===== src/hdl/acb_pkg.sv =====
// acb_pkg: constants and carriers for the add/and/branch execution datapath
// assumes a single 50 MHz instruction clock, four phases per cycle
package acb_pkg;
  // ----------------------------------------------------------------------
  // opcode patterns
  // ----------------------------------------------------------------------
  localparam logic [7:0] OPC_ADD_LIT = 8'h0f;
  localparam logic [7:0] OPC_AND_LIT = 8'h0b;
  localparam logic [7:0] OPC_BR_CARRY = 8'he2;
  localparam logic [5:0] OPC_ADD_FILE = 6'h09;
  localparam logic [5:0] OPC_ADDC_FILE = 6'h08;
  localparam logic [5:0] OPC_AND_FILE = 6'h05;
  // ----------------------------------------------------------------------
  // field positions and reset values
  // ----------------------------------------------------------------------
  localparam int DEST_BIT = 9;
  localparam int BANK_BIT = 8;
  localparam int FLAG_C = 0;
  localparam int FLAG_DC = 1;
  localparam int FLAG_Z = 2;
  localparam int FLAG_OV = 3;
  localparam int FLAG_N = 4;
  localparam logic [7:0] ACC_RST = 8'h00;
  localparam logic [4:0] FLAGS_RST = 5'h00;
  localparam logic [20:0] PC_RST = 21'h000000;
  localparam logic [20:0] PC_STEP = 21'h000002;
  localparam logic [3:0] BANK_RST = 4'h0;
  localparam logic [3:0] FAST_BANK = 4'h0;

  // one-hot phase of the instruction cycle
  typedef enum logic [3:0] {
    ACB_PH_DECODE = 4'b0001,
    ACB_PH_READ = 4'b0010,
    ACB_PH_PROC = 4'b0100,
    ACB_PH_WRITE = 4'b1000
  } acb_phase_t;

  // data memory request towards the file store
  typedef struct packed {
    logic rd;
    logic wr;
    logic [11:0] addr;
    logic [7:0] wdata;
  } acb_mem_req_t;
endpackage


===== src/hdl/acb_exec.sv =====
// acb_exec: execution datapath for add, add-with-carry, and, branch-on-carry
// assumes instr_in is held stable for a whole instruction cycle and mem_rdata
// answers a read in the same phase in which the read is issued
// ------------------------------------------------------------------------
// ------------------------------------------------------------------------
`timescale 1ns/1ps
module acb_exec (
  // clock and reset
  input wire logic clk_in,
  input wire logic sys_rst_in,
  // instruction and bank
  input wire logic [15:0] instr_in,
  input wire logic [3:0] bank_select_in,
  // data memory
  output acb_pkg::acb_mem_req_t mem_req_out,
  input wire logic [7:0] mem_rdata_in,
  // state
  output logic [7:0] acc_out,
  output logic [4:0] flags_out,
  output logic [20:0] pc_out,
  output acb_pkg::acb_phase_t phase_out,
  output logic fetch_out,
  output logic stall_out
);
  import acb_pkg::*;

  typedef enum logic [2:0] {
    ACB_OP_NONE = 3'h0,
    ACB_OP_ADD = 3'h1,
    ACB_OP_ADDC = 3'h2,
    ACB_OP_AND = 3'h3,
    ACB_OP_BC = 3'h4
  } acb_op_t;

  acb_phase_t phase_q;
  acb_op_t op_q;
  logic lit_q;
  logic dest_q;
  logic [11:0] addr_q;
  logic [7:0] opnd_q;
  logic [7:0] res_q;
  logic [4:0] nflags_q;
  logic flag_wr_all_q;
  logic idle_q;
  logic take_q;
  logic [7:0] acc_q;
  logic [4:0] flags_q;
  logic [20:0] pc_q;
  logic [7:0] wdata_q;
  logic rd_q;
  logic wr_q;
  logic [10:0] alu_sum;
  logic [7:0] alu_res;

  // ----------------------------------------------------------------------
  // helpers
  // ----------------------------------------------------------------------
  // returns {c, dc, ov, sum}
  function automatic logic [10:0] add8(input logic [7:0] a,
                                       input logic [7:0] b,
                                       input logic ci);
    logic [8:0] s;
    logic [4:0] lo;
    logic ov;
    s = {1'b0, a} + {1'b0, b} + {8'h00, ci};
    lo = {1'b0, a[3:0]} + {1'b0, b[3:0]} + {4'h0, ci};
    ov = (a[7] == b[7]) && (s[7] != a[7]);
    return {s[8], lo[4], ov, s[7:0]};
  endfunction

  function automatic logic [20:0] br_target(input logic [20:0] pc,
                                            input logic [7:0] n);
    logic [20:0] off;
    off = {{12{n[7]}}, n, 1'b0};
    return pc + PC_STEP + off;
  endfunction

  // only file-register words touch data memory
  function automatic logic is_file_op(input logic [15:0] w);
    return w[15:10] == OPC_ADD_FILE || w[15:10] == OPC_ADDC_FILE ||
           w[15:10] == OPC_AND_FILE;
  endfunction

  // one alu shared by the result register and the memory write data
  always_comb begin
    alu_sum = add8(acc_q, opnd_q, op_q == ACB_OP_ADDC && flags_q[FLAG_C]);
    alu_res = (op_q == ACB_OP_AND) ? (acc_q & opnd_q) : alu_sum[7:0];
  end

  // ----------------------------------------------------------------------
  // phase sequencer
  // ----------------------------------------------------------------------
  always_ff @(posedge clk_in or posedge sys_rst_in) begin
    if (sys_rst_in) begin
      phase_q <= ACB_PH_DECODE;
    end else begin
      case (phase_q)
        ACB_PH_DECODE: phase_q <= ACB_PH_READ;
        ACB_PH_READ: phase_q <= ACB_PH_PROC;
        ACB_PH_PROC: phase_q <= ACB_PH_WRITE;
        ACB_PH_WRITE: phase_q <= ACB_PH_DECODE;
        default: phase_q <= ACB_PH_DECODE;
      endcase
    end
  end

  // idle cycle after a taken branch; the fetched word is discarded
  always_ff @(posedge clk_in or posedge sys_rst_in) begin
    if (sys_rst_in) begin
      idle_q <= 1'b0;
    end else if (phase_q == ACB_PH_WRITE) begin
      idle_q <= !idle_q && op_q == ACB_OP_BC && take_q;
    end
  end

  // ----------------------------------------------------------------------
  // decode (first phase)
  // ----------------------------------------------------------------------
  always_ff @(posedge clk_in or posedge sys_rst_in) begin
    if (sys_rst_in) begin
      op_q <= ACB_OP_NONE;
      lit_q <= 1'b0;
      dest_q <= 1'b0;
      addr_q <= 12'h000;
    end else if (phase_q == ACB_PH_DECODE) begin
      lit_q <= 1'b0;
      dest_q <= instr_in[DEST_BIT];
      addr_q <= {instr_in[BANK_BIT] ? bank_select_in : FAST_BANK,
                 instr_in[7:0]};
      if (idle_q) begin
        op_q <= ACB_OP_NONE;
      end else if (instr_in[15:8] == OPC_ADD_LIT) begin
        op_q <= ACB_OP_ADD;
        lit_q <= 1'b1;
      end else if (instr_in[15:8] == OPC_AND_LIT) begin
        op_q <= ACB_OP_AND;
        lit_q <= 1'b1;
      end else if (instr_in[15:8] == OPC_BR_CARRY) begin
        op_q <= ACB_OP_BC;
      end else if (instr_in[15:10] == OPC_ADD_FILE) begin
        op_q <= ACB_OP_ADD;
      end else if (instr_in[15:10] == OPC_ADDC_FILE) begin
        op_q <= ACB_OP_ADDC;
      end else if (instr_in[15:10] == OPC_AND_FILE) begin
        op_q <= ACB_OP_AND;
      end else begin
        op_q <= ACB_OP_NONE;
      end
    end
  end

  // ----------------------------------------------------------------------
  // operand read (second phase); literal comes from instr_in, held stable
  // ----------------------------------------------------------------------
  always_ff @(posedge clk_in or posedge sys_rst_in) begin
    if (sys_rst_in) begin
      rd_q <= 1'b0;
    end else begin
      rd_q <= phase_q == ACB_PH_DECODE && !idle_q && is_file_op(instr_in);
    end
  end

  always_ff @(posedge clk_in or posedge sys_rst_in) begin
    if (sys_rst_in) begin
      opnd_q <= 8'h00;
    end else if (phase_q == ACB_PH_READ) begin
      opnd_q <= (lit_q || op_q == ACB_OP_BC) ? instr_in[7:0] : mem_rdata_in;
    end
  end

  // ----------------------------------------------------------------------
  // processing (third phase)
  // ----------------------------------------------------------------------
  always_ff @(posedge clk_in or posedge sys_rst_in) begin
    if (sys_rst_in) begin
      res_q <= 8'h00;
      nflags_q <= FLAGS_RST;
      flag_wr_all_q <= 1'b0;
      take_q <= 1'b0;
    end else if (phase_q == ACB_PH_PROC) begin
      res_q <= alu_res;
      flag_wr_all_q <= op_q == ACB_OP_ADD || op_q == ACB_OP_ADDC;
      nflags_q[FLAG_C] <= alu_sum[10];
      nflags_q[FLAG_DC] <= alu_sum[9];
      nflags_q[FLAG_OV] <= alu_sum[8];
      nflags_q[FLAG_N] <= alu_res[7];
      nflags_q[FLAG_Z] <= alu_res == 8'h00;
      take_q <= op_q == ACB_OP_BC && flags_q[FLAG_C];
    end
  end

  // ----------------------------------------------------------------------
  // write back (fourth phase)
  // ----------------------------------------------------------------------
  always_ff @(posedge clk_in or posedge sys_rst_in) begin
    if (sys_rst_in) begin
      acc_q <= ACC_RST;
    end else if (phase_q == ACB_PH_WRITE && op_q != ACB_OP_NONE &&
                 op_q != ACB_OP_BC && (lit_q || !dest_q)) begin
      acc_q <= res_q;
    end
  end

  always_ff @(posedge clk_in or posedge sys_rst_in) begin
    if (sys_rst_in) begin
      wr_q <= 1'b0;
      wdata_q <= 8'h00;
    end else begin
      wr_q <= phase_q == ACB_PH_PROC && !lit_q && dest_q &&
              (op_q == ACB_OP_ADD || op_q == ACB_OP_ADDC ||
               op_q == ACB_OP_AND);
      if (phase_q == ACB_PH_PROC) begin
        wdata_q <= alu_res;
      end
    end
  end

  // carry, half carry and wrap only move for the adds
  always_ff @(posedge clk_in or posedge sys_rst_in) begin
    if (sys_rst_in) begin
      flags_q <= FLAGS_RST;
    end else if (phase_q == ACB_PH_WRITE) begin
      if (flag_wr_all_q) begin
        flags_q <= nflags_q;
      end else if (op_q == ACB_OP_AND) begin
        flags_q[FLAG_N] <= nflags_q[FLAG_N];
        flags_q[FLAG_Z] <= nflags_q[FLAG_Z];
      end
    end
  end

  // pc always points at the word under execution
  always_ff @(posedge clk_in or posedge sys_rst_in) begin
    if (sys_rst_in) begin
      pc_q <= PC_RST;
    end else if (phase_q == ACB_PH_WRITE) begin
      if (op_q == ACB_OP_BC && take_q) begin
        pc_q <= br_target(pc_q, opnd_q);
      end else if (!idle_q) begin
        pc_q <= pc_q + PC_STEP;
      end
    end
  end

  // ----------------------------------------------------------------------
  // outputs
  // ----------------------------------------------------------------------
  assign mem_req_out = '{rd: rd_q, wr: wr_q, addr: addr_q, wdata: wdata_q};
  assign acc_out = acc_q;
  assign flags_out = flags_q;
  assign pc_out = pc_q;
  assign phase_out = phase_q;
  assign fetch_out = phase_q == ACB_PH_WRITE;
  assign stall_out = idle_q;

  // ----------------------------------------------------------------------
  // checks
  // ----------------------------------------------------------------------
  AST_PHASE_ROTATE: assert property (
    @(posedge clk_in) disable iff (sys_rst_in)
    phase_q == ACB_PH_DECODE |=> phase_q == ACB_PH_READ ##1
      phase_q == ACB_PH_PROC ##1 phase_q == ACB_PH_WRITE)
    else $error("phase sequence broken");
  AST_AND_KEEPS_C: assert property (
    @(posedge clk_in) disable iff (sys_rst_in)
    phase_q == ACB_PH_WRITE && op_q == ACB_OP_AND |=>
      $stable(flags_q[FLAG_C]) && $stable(flags_q[FLAG_OV]) &&
      $stable(flags_q[FLAG_DC]))
    else $error("and changed arithmetic flags");
  AST_BC_NO_FLAGS: assert property (
    @(posedge clk_in) disable iff (sys_rst_in)
    phase_q == ACB_PH_WRITE && op_q == ACB_OP_BC |=> $stable(flags_q))
    else $error("branch changed flags");
  AST_BC_TARGET: assert property (
    @(posedge clk_in) disable iff (sys_rst_in)
    phase_q == ACB_PH_WRITE && op_q == ACB_OP_BC && take_q |=>
      pc_q == $past(pc_q) + PC_STEP +
        {{12{$past(opnd_q[7])}}, $past(opnd_q), 1'b0})
    else $error("branch target wrong");
  AST_BC_IDLE: assert property (
    @(posedge clk_in) disable iff (sys_rst_in)
    phase_q == ACB_PH_WRITE && op_q == ACB_OP_BC && take_q |=>
      ##1 op_q == ACB_OP_NONE [*4])
    else $error("idle cycle executed work");
  AST_ZERO_FLAG: assert property (
    @(posedge clk_in) disable iff (sys_rst_in)
    phase_q == ACB_PH_WRITE && flag_wr_all_q |=>
      flags_q[FLAG_Z] == (acc_q == 8'h00 && $past(!dest_q || lit_q))
      || $past(dest_q && !lit_q))
    else $error("zero flag mismatch");
  AST_ACC_DEST: assert property (
    @(posedge clk_in) disable iff (sys_rst_in)
    phase_q == ACB_PH_WRITE && !lit_q && dest_q |=> $stable(acc_q))
    else $error("accumulator written with dest 1");
  AST_WR_DEST: assert property (
    @(posedge clk_in) disable iff (sys_rst_in)
    wr_q |-> phase_q == ACB_PH_WRITE && dest_q && !lit_q)
    else $error("memory write outside write phase");
  AST_FAST_BANK: assert property (
    @(posedge clk_in) disable iff (sys_rst_in)
    phase_q == ACB_PH_DECODE && !instr_in[BANK_BIT] |=>
      addr_q[11:8] == FAST_BANK)
    else $error("fast bank not used");
  AST_RD_FILE_ONLY: assert property (
    @(posedge clk_in) disable iff (sys_rst_in)
    rd_q |-> phase_q == ACB_PH_READ && !lit_q &&
      (op_q == ACB_OP_ADD || op_q == ACB_OP_ADDC || op_q == ACB_OP_AND))
    else $error("operand read for a non-file word");
endmodule // acb_exec


===== config.mk =====
export PLATFORM = sky130hd
export DESIGN_NAME = acb_exec
export DESIGN_NICKNAME = d
export VERILOG_FILES = /design/src/hdl/acb_pkg.sv /design/src/hdl/acb_exec.sv
export SDC_FILE = /design/constraint.sdc
export NUM_CORES = 1
export LEC_CHECK = 0
export BUFFER_PORTS_ARGS = -buffer_cell sky130_fd_sc_hd__buf_2
export CAP_MARGIN = 20
export CORE_ASPECT_RATIO = 1.1
export CORE_UTILIZATION = 60
export CTS_BUF_LIST = sky130_fd_sc_hd__clkbuf_4 sky130_fd_sc_hd__clkbuf_8 sky130_fd_sc_hd__clkbuf_16
export DETAILED_ROUTE_END_ITERATION = 16
export HOLD_SLACK_MARGIN = 0.12
export MAX_ROUTING_LAYER = met4
export PLACE_DENSITY = 0.91
export SETUP_SLACK_MARGIN = 0.05
export SYNTH_ARGS = -nofsm -noshare
export SYNTH_HDL_FRONTEND = slang
export SYNTH_SLANG_ARGS = --single-unit

===== constraint.sdc =====
create_clock -name clk_in -period 5.5 [get_ports clk_in]
set_input_delay 0.275 -clock clk_in [delete_from_list [all_inputs] [get_ports clk_in]]
set_output_delay 0.275 -clock clk_in [all_outputs]
set_load 0.02 [all_outputs]

# Yosys cells after proc, flatten, opt, wreduce, memory -nomap -nowiden
# Cells that the tools add are included.
# word_totals
register_bits,81
inputBits,30
out_inout_bits,62
wordCells,91
# op_classes
add_sub_neg,6
eq_ne,18
mux,20
bitwise_logic,1
reduce_logical,29
# ops
operator,n
2-to-1 mux 21 bit,2
"adder 21 x 2 -> 21 bit, second input constant",1
adder 21 bit,1
"equality test 8 x 4 -> 1 bit, second input constant",2
2-to-1 mux 8 bit,2
logical AND 1 bit,14
"equality test 6 x 4 -> 1 bit, second input constant",2
2-to-1 mux 3 bit,4
case mux 4 bit (3 select lines),1
adder 8 x 8 -> 9 bit,1
adder 9 x 1 -> 9 bit,1
AND 8 bit,1
"equality test 8 bit, second input constant",1
logical NOT 8 bit,1
2-to-1 mux 1 bit,7
"equality test 3 x 2 -> 1 bit, second input constant",2
"equality test 6 x 3 -> 1 bit, second input constant",1
logical OR 1 bit,6
2-to-1 mux 2 bit,3
AND reduction 2 bit,3
adder 4 x 4 -> 5 bit,1
adder 5 x 1 -> 5 bit,1
"equality test 4 x 1 -> 1 bit, second input constant",1
"equality test 4 x 2 -> 1 bit, second input constant",1
other kinds (12),14

# Longest topological paths before layout
# logic_depth
word_depth,8
mapped_depth,14
mapped_depth_nobuf,13

# Worst setup path after synthesis
# OpenSTA, ideal clock, no wires.
# synth_timing
path_kind,register to register
from,register pc_q[1] (netlist: pc_out[1])
to,register pc_q[18] (netlist: pc_out[18])
setup_time_ps,104
t_arrival_ps,3385
t_required_ps,5396
path_slack_ps,2012
stages_incl_launch_ff,15
n_path_buf,1
period_less_slack_ps,3488
cell_sequence,dfrtp_1 ha_1 and3_1 and4_1 clkbuf_1 nand4_1 xnor2_1 ha_1 and4_1 nor3b_1 o21a_1 a21oi_1 a31oi_1 mux2_2 a221oi_1
# synth_between
elab_chain_cells,3
word_cells_on_any_way,4
cone_classes,add/sub (2); mux (2)
# synth_rtl
element,line_no,rtl
start: declaration,acb_exec.sv:48,logic [20:0] pc_q;
start signal: assignment,acb_exec.sv:238,"pc_q <= br_target(pc_q, opnd_q);"
start signal: assignment,acb_exec.sv:240,pc_q <= pc_q + PC_STEP;
adder 21 x 2 -> 21 bit *,"acb_exec.sv:75, acb_exec.sv:240",
adder 21 bit / 2-to-1 mux 21 bit (equally long branches),"acb_exec.sv:75, acb_exec.sv:239",
2-to-1 mux 21 bit *,acb_exec.sv:237,if (op_q == ACB_OP_BC && take_q) begin
# Mark *: on every way between the ends. The rest lies on a longest branch, timed or not. The select of a mux whose other input is x is not followed.
# A chain may end at the register's enable or synchronous reset.

# Worst setup path after layout
# Same ends and word-level chain as after synthesis.

==> flow_summary.yaml <==
pwr:
  power.switching_w: 0.000509
  seqPwrFrac: 0.459
  clkPwrFrac: 0.302
  p_int_w: 0.000996
  switching_share: 0.338
  power.density_nw_per_um2: 251
  power_frac_comb: 0.240
  ir_drop_v: 0.000158
  p_leak_nw: 2.96
global_routing:
  antenna_found_initial: 0
  gr-usage-met1: 0.397
  grt_pass1_vias: 4772
  grt_max_degree: 80
  grt_pass1_wl_mm: 22.9
  grt-ovfl-total: 0
  grt.busiest_layer: "met2"
  use_met2: 0.540
  grtUsageMet3: 0.0477
  grt_usage: 0.329
clock_network:
  clockBufferDepth: 2
  clkSinkCount: 79
  post_cts_buffers: 0
  clk_pin_slew_ps: 90
  cts-buffers-inserted: 9
  tritoncts: "yes"
  clkLatencyLatePin_ps: 360
  root_buffer: "clkbuf_8"
  ctsHtreeMaxLevel: 3
worst_setup_path:
  path_cells: "ha_1 > and3_1 > and4_1 > nand4_1 > xnor2_1 > ha_1 > and4_1 > nor3b_1 > o21a_1 > a21oi_1 > a31oi_1 > mux2_2 > a221oi_1"
  critPathMaxStageDelay_ps: 450
  required_ps: 5760
  startpoint_type: "flip-flop"
  rr_worst_depth: 13
  crit_family: "simple AND/OR/NAND/NOR gates"
  r2r_slack_ps: 1810
  arrival_ps: 3950
  path_class: "flip-flop to flip-flop"
  reg2reg_to: "pc_out[18]"
  cp-end-kind: "flip-flop"
  cp_slowest_cell: "dfrtp_1"
  r2r-start: "pc_out[1]"
  cp_max_fo: 7
  worst-path-buf-inv: 0
synthesis:
  yosys_warnings: 0
  netlist_area_um2: 5220
  async_reset_ff_frac: 1.00
  yosys-top-cells-count: "84 x nand2_1, 78 x dfrtp_1, 55 x a21oi_1"
  ys.flop_type: "dfrtp_1"
  yosysMostFrequentCell: "nand2_1"
  avgSynthCellArea_um2: 8.81
  synthCells: 592
  yosys.area.top_type: "dfrtp_1"
  synth_edf_count: 0
  ys_seq_area_frac: 0.379
  yosysUniqueCellTypes: 63
  synth_fp_nets: 657
  yosys-top-cells-area: "dfrtp_1 37%, ha_1 7.7%, nand2_1 6.0%"
  yosysTopAreaCellShare: 0.374
  synth_seq_cells: 79
final_layout:
  final_core_util: 0.712
  nets: 742
  synthToLayoutAreaGrowth_pct: 14.8
  diodes: 0
  drive_gt1_frac: 0.205
  nFillCells: 644
detailed_routing:
  antenna_left: 0
  wl_mm: 14.2
  avgRoutedWirePerCell_um: 17.9
  vias: 4971
  firstDrtPassIters: 5
  drt_iter0_drc: 459
  via_per_inst: 6.27
  post-route-drc-count: 0
floorplan:
  dieWidth_um: 90.9
  core_area_um2: 8410
  die_height_um: 99.8
  io_pins: 92
  fp-row-count: 35
  die_area_um2: 9070
  start_util: 0.620
sta:
  slew_headroom: 0.362
  hold_violations: 0
  tightest_slew_ps: 957
  final.period_utilization: 0.671
  rsz0062_at_grt: "no"
  fin_tns_setup_ps: 0
  fin_skew_ps: 9.16
  drv_slew: 0
  finalCriticalPeriod_ps: 3690
  setup_viol: 0
  max_clock_freq_mhz: 271
place:
  gp_congestion: 0.982
  dp_hpwl_mm: 10.3
  io_buffer_count: 90
worst_hold_path:
  whs_path_depth: 3
  worstHoldPathType: "input pin to flip-flop"
  hold_path_end: "addr_q[4]"
  hold_path_startpoint: "instr_in[4]"
outcome:
  status: "complete, no violations"
run:
  max_cap_violations: 0
[cell type report]
| class | instances | area [um2] | area share |
|---|---|---|---|
| tap | 111 | 139 | 0.0232 |
| timing repair buffer | 97 | 536 | 0.0895 |
| clock inverter | 6 | 70.1 | 0.0117 |
| sequential | 79 | 1980 | 0.331 |
| multi-input combinational | 474 | 3070 | 0.513 |
| clock buffer | 10 | 131 | 0.0220 |
| inverter | 16 | 60.1 | 0.0100 |
[sequential cells by signal, summed over array words and instances (netlist names), 3 cells and up]
register   cells
op_q           3
wdata_q        7
nflags_q       5
phase_out      4
acc_out        8
pc_out        20
opnd_q         8
addr_q        12
flags_out      5
[what timing repair did]
item                      CTS  global route
hold buffers                1             1
resized for setup           0             0
hold endpoints to repair    1            14
[worst max-delay path by stage]
| stage | startpoint | to | slack [ps] | depth (start not counted) |
|---|---|---|---|---|
| final | pc_out[1] | pc_out[18] | 1810 | 13 |
| after detailed placement | pc_out[1] | pc_out[18] | 1900 | 13 |
| after floorplan | pc_out[1] | pc_out[18] | 2010 | 14 |
| after global routing | pc_out[1] | pc_out[18] | 1490 | 13 |
| after CTS | pc_out[1] | pc_out[18] | 1870 | 13 |
| after global placement | pc_out[1] | pc_out[18] | 2080 | 13 |
[logic make-up after synthesis]
logic type,Yosys count,share of synthesized area
xor+xnor,41,0.0703
compound gates,147,0.163
buf+inv,39,0.0331
other cells,1,0.000719
fa+ha+maj,35,0.0883
mux,24,0.0499
flops,79,0.379
simple gates,226,0.215
[cell usage in the layout, fill, tap and decap left out, types with 4 or more instances in the layout]
cell type | Yosys | routed
dfrtp_1 | 78 | 78
o21ai_0 | 42 | 42
nor3b_1 | 4 | 4
ha_1 | 32 | 32
xor2_1 | 20 | 20
nor3_1 | 9 | 9
a31oi_1 | 10 | 10
nor4_1 | 4 | 4
nand2_1 | 84 | 84
inv_1 | 14 | 13
clkbuf_8 | 0 | 9
nand3_1 | 25 | 25
buf_2 | 0 | 90
mux2_2 | 16 | 16
and3_1 | 8 | 8
a21o_1 | 7 | 7
o31ai_1 | 4 | 4
nand4_1 | 8 | 8
nand3b_1 | 5 | 5
nor2_1 | 43 | 43
and4_1 | 4 | 4
a211oi_1 | 4 | 4
nand2b_1 | 7 | 7
mux2i_1 | 8 | 8
a21oi_1 | 55 | 55
nor2b_1 | 5 | 5
o22ai_1 | 5 | 5
xnor2_1 | 20 | 20
[metrics by stage]
| stage | total power, W | instances | setup slack (ps) | hold slack (ps) | cell area, um2 |
|---|---|---|---|---|---|
| finish | 0.00151 | 793 | 1810 | 125 | 5980 |
| global placement | 0.00102 | 773 | 2080 | 454 | 5720 |
| global route | 0.00156 | 793 | 1490 | 143 | 5980 |
| CTS | 0.00150 | 790 | 1870 | 128 | 5930 |
| floorplan | 0.000930 | 592 | 2010 | 380 | 5220 |
| detailed placement | 0.00105 | 773 | 1900 | 455 | 5720 |
[power groups by stage]
| stage | Combinational [W] | Sequential (W) | Clock [W] |
|---|---|---|---|
| 3_5_place_dp | 0.000352 | 0.000698 | 0 |
| 4_1_cts | 0.000355 | 0.000688 | 0.000454 |
| 3_3_place_gp | 0.000329 | 0.000695 | 0 |
| 5_1_grt | 0.000389 | 0.000695 | 0.000480 |
| 6_report | 0.000361 | 0.000690 | 0.000454 |
| 2_1_floorplan | 0.000193 | 0.000737 | 0 |
[per-layer routing]
metal / share of wire / vias to the layer above / wire [um]
li1: - / 2286 / -
met1: 0.40 / 2386 / 5610
met2: 0.49 / 251 / 6920
met3: 0.077 / 48 / 1090
met4: 0.039 / 0 / 555
met5: 0 / - / 0
[tightest hold or removal path, cell delays in order]
cell	delay, ps
buf_2	90
nand2_1	40
nand2_1	50
Power figures use the tool's default switching activity.
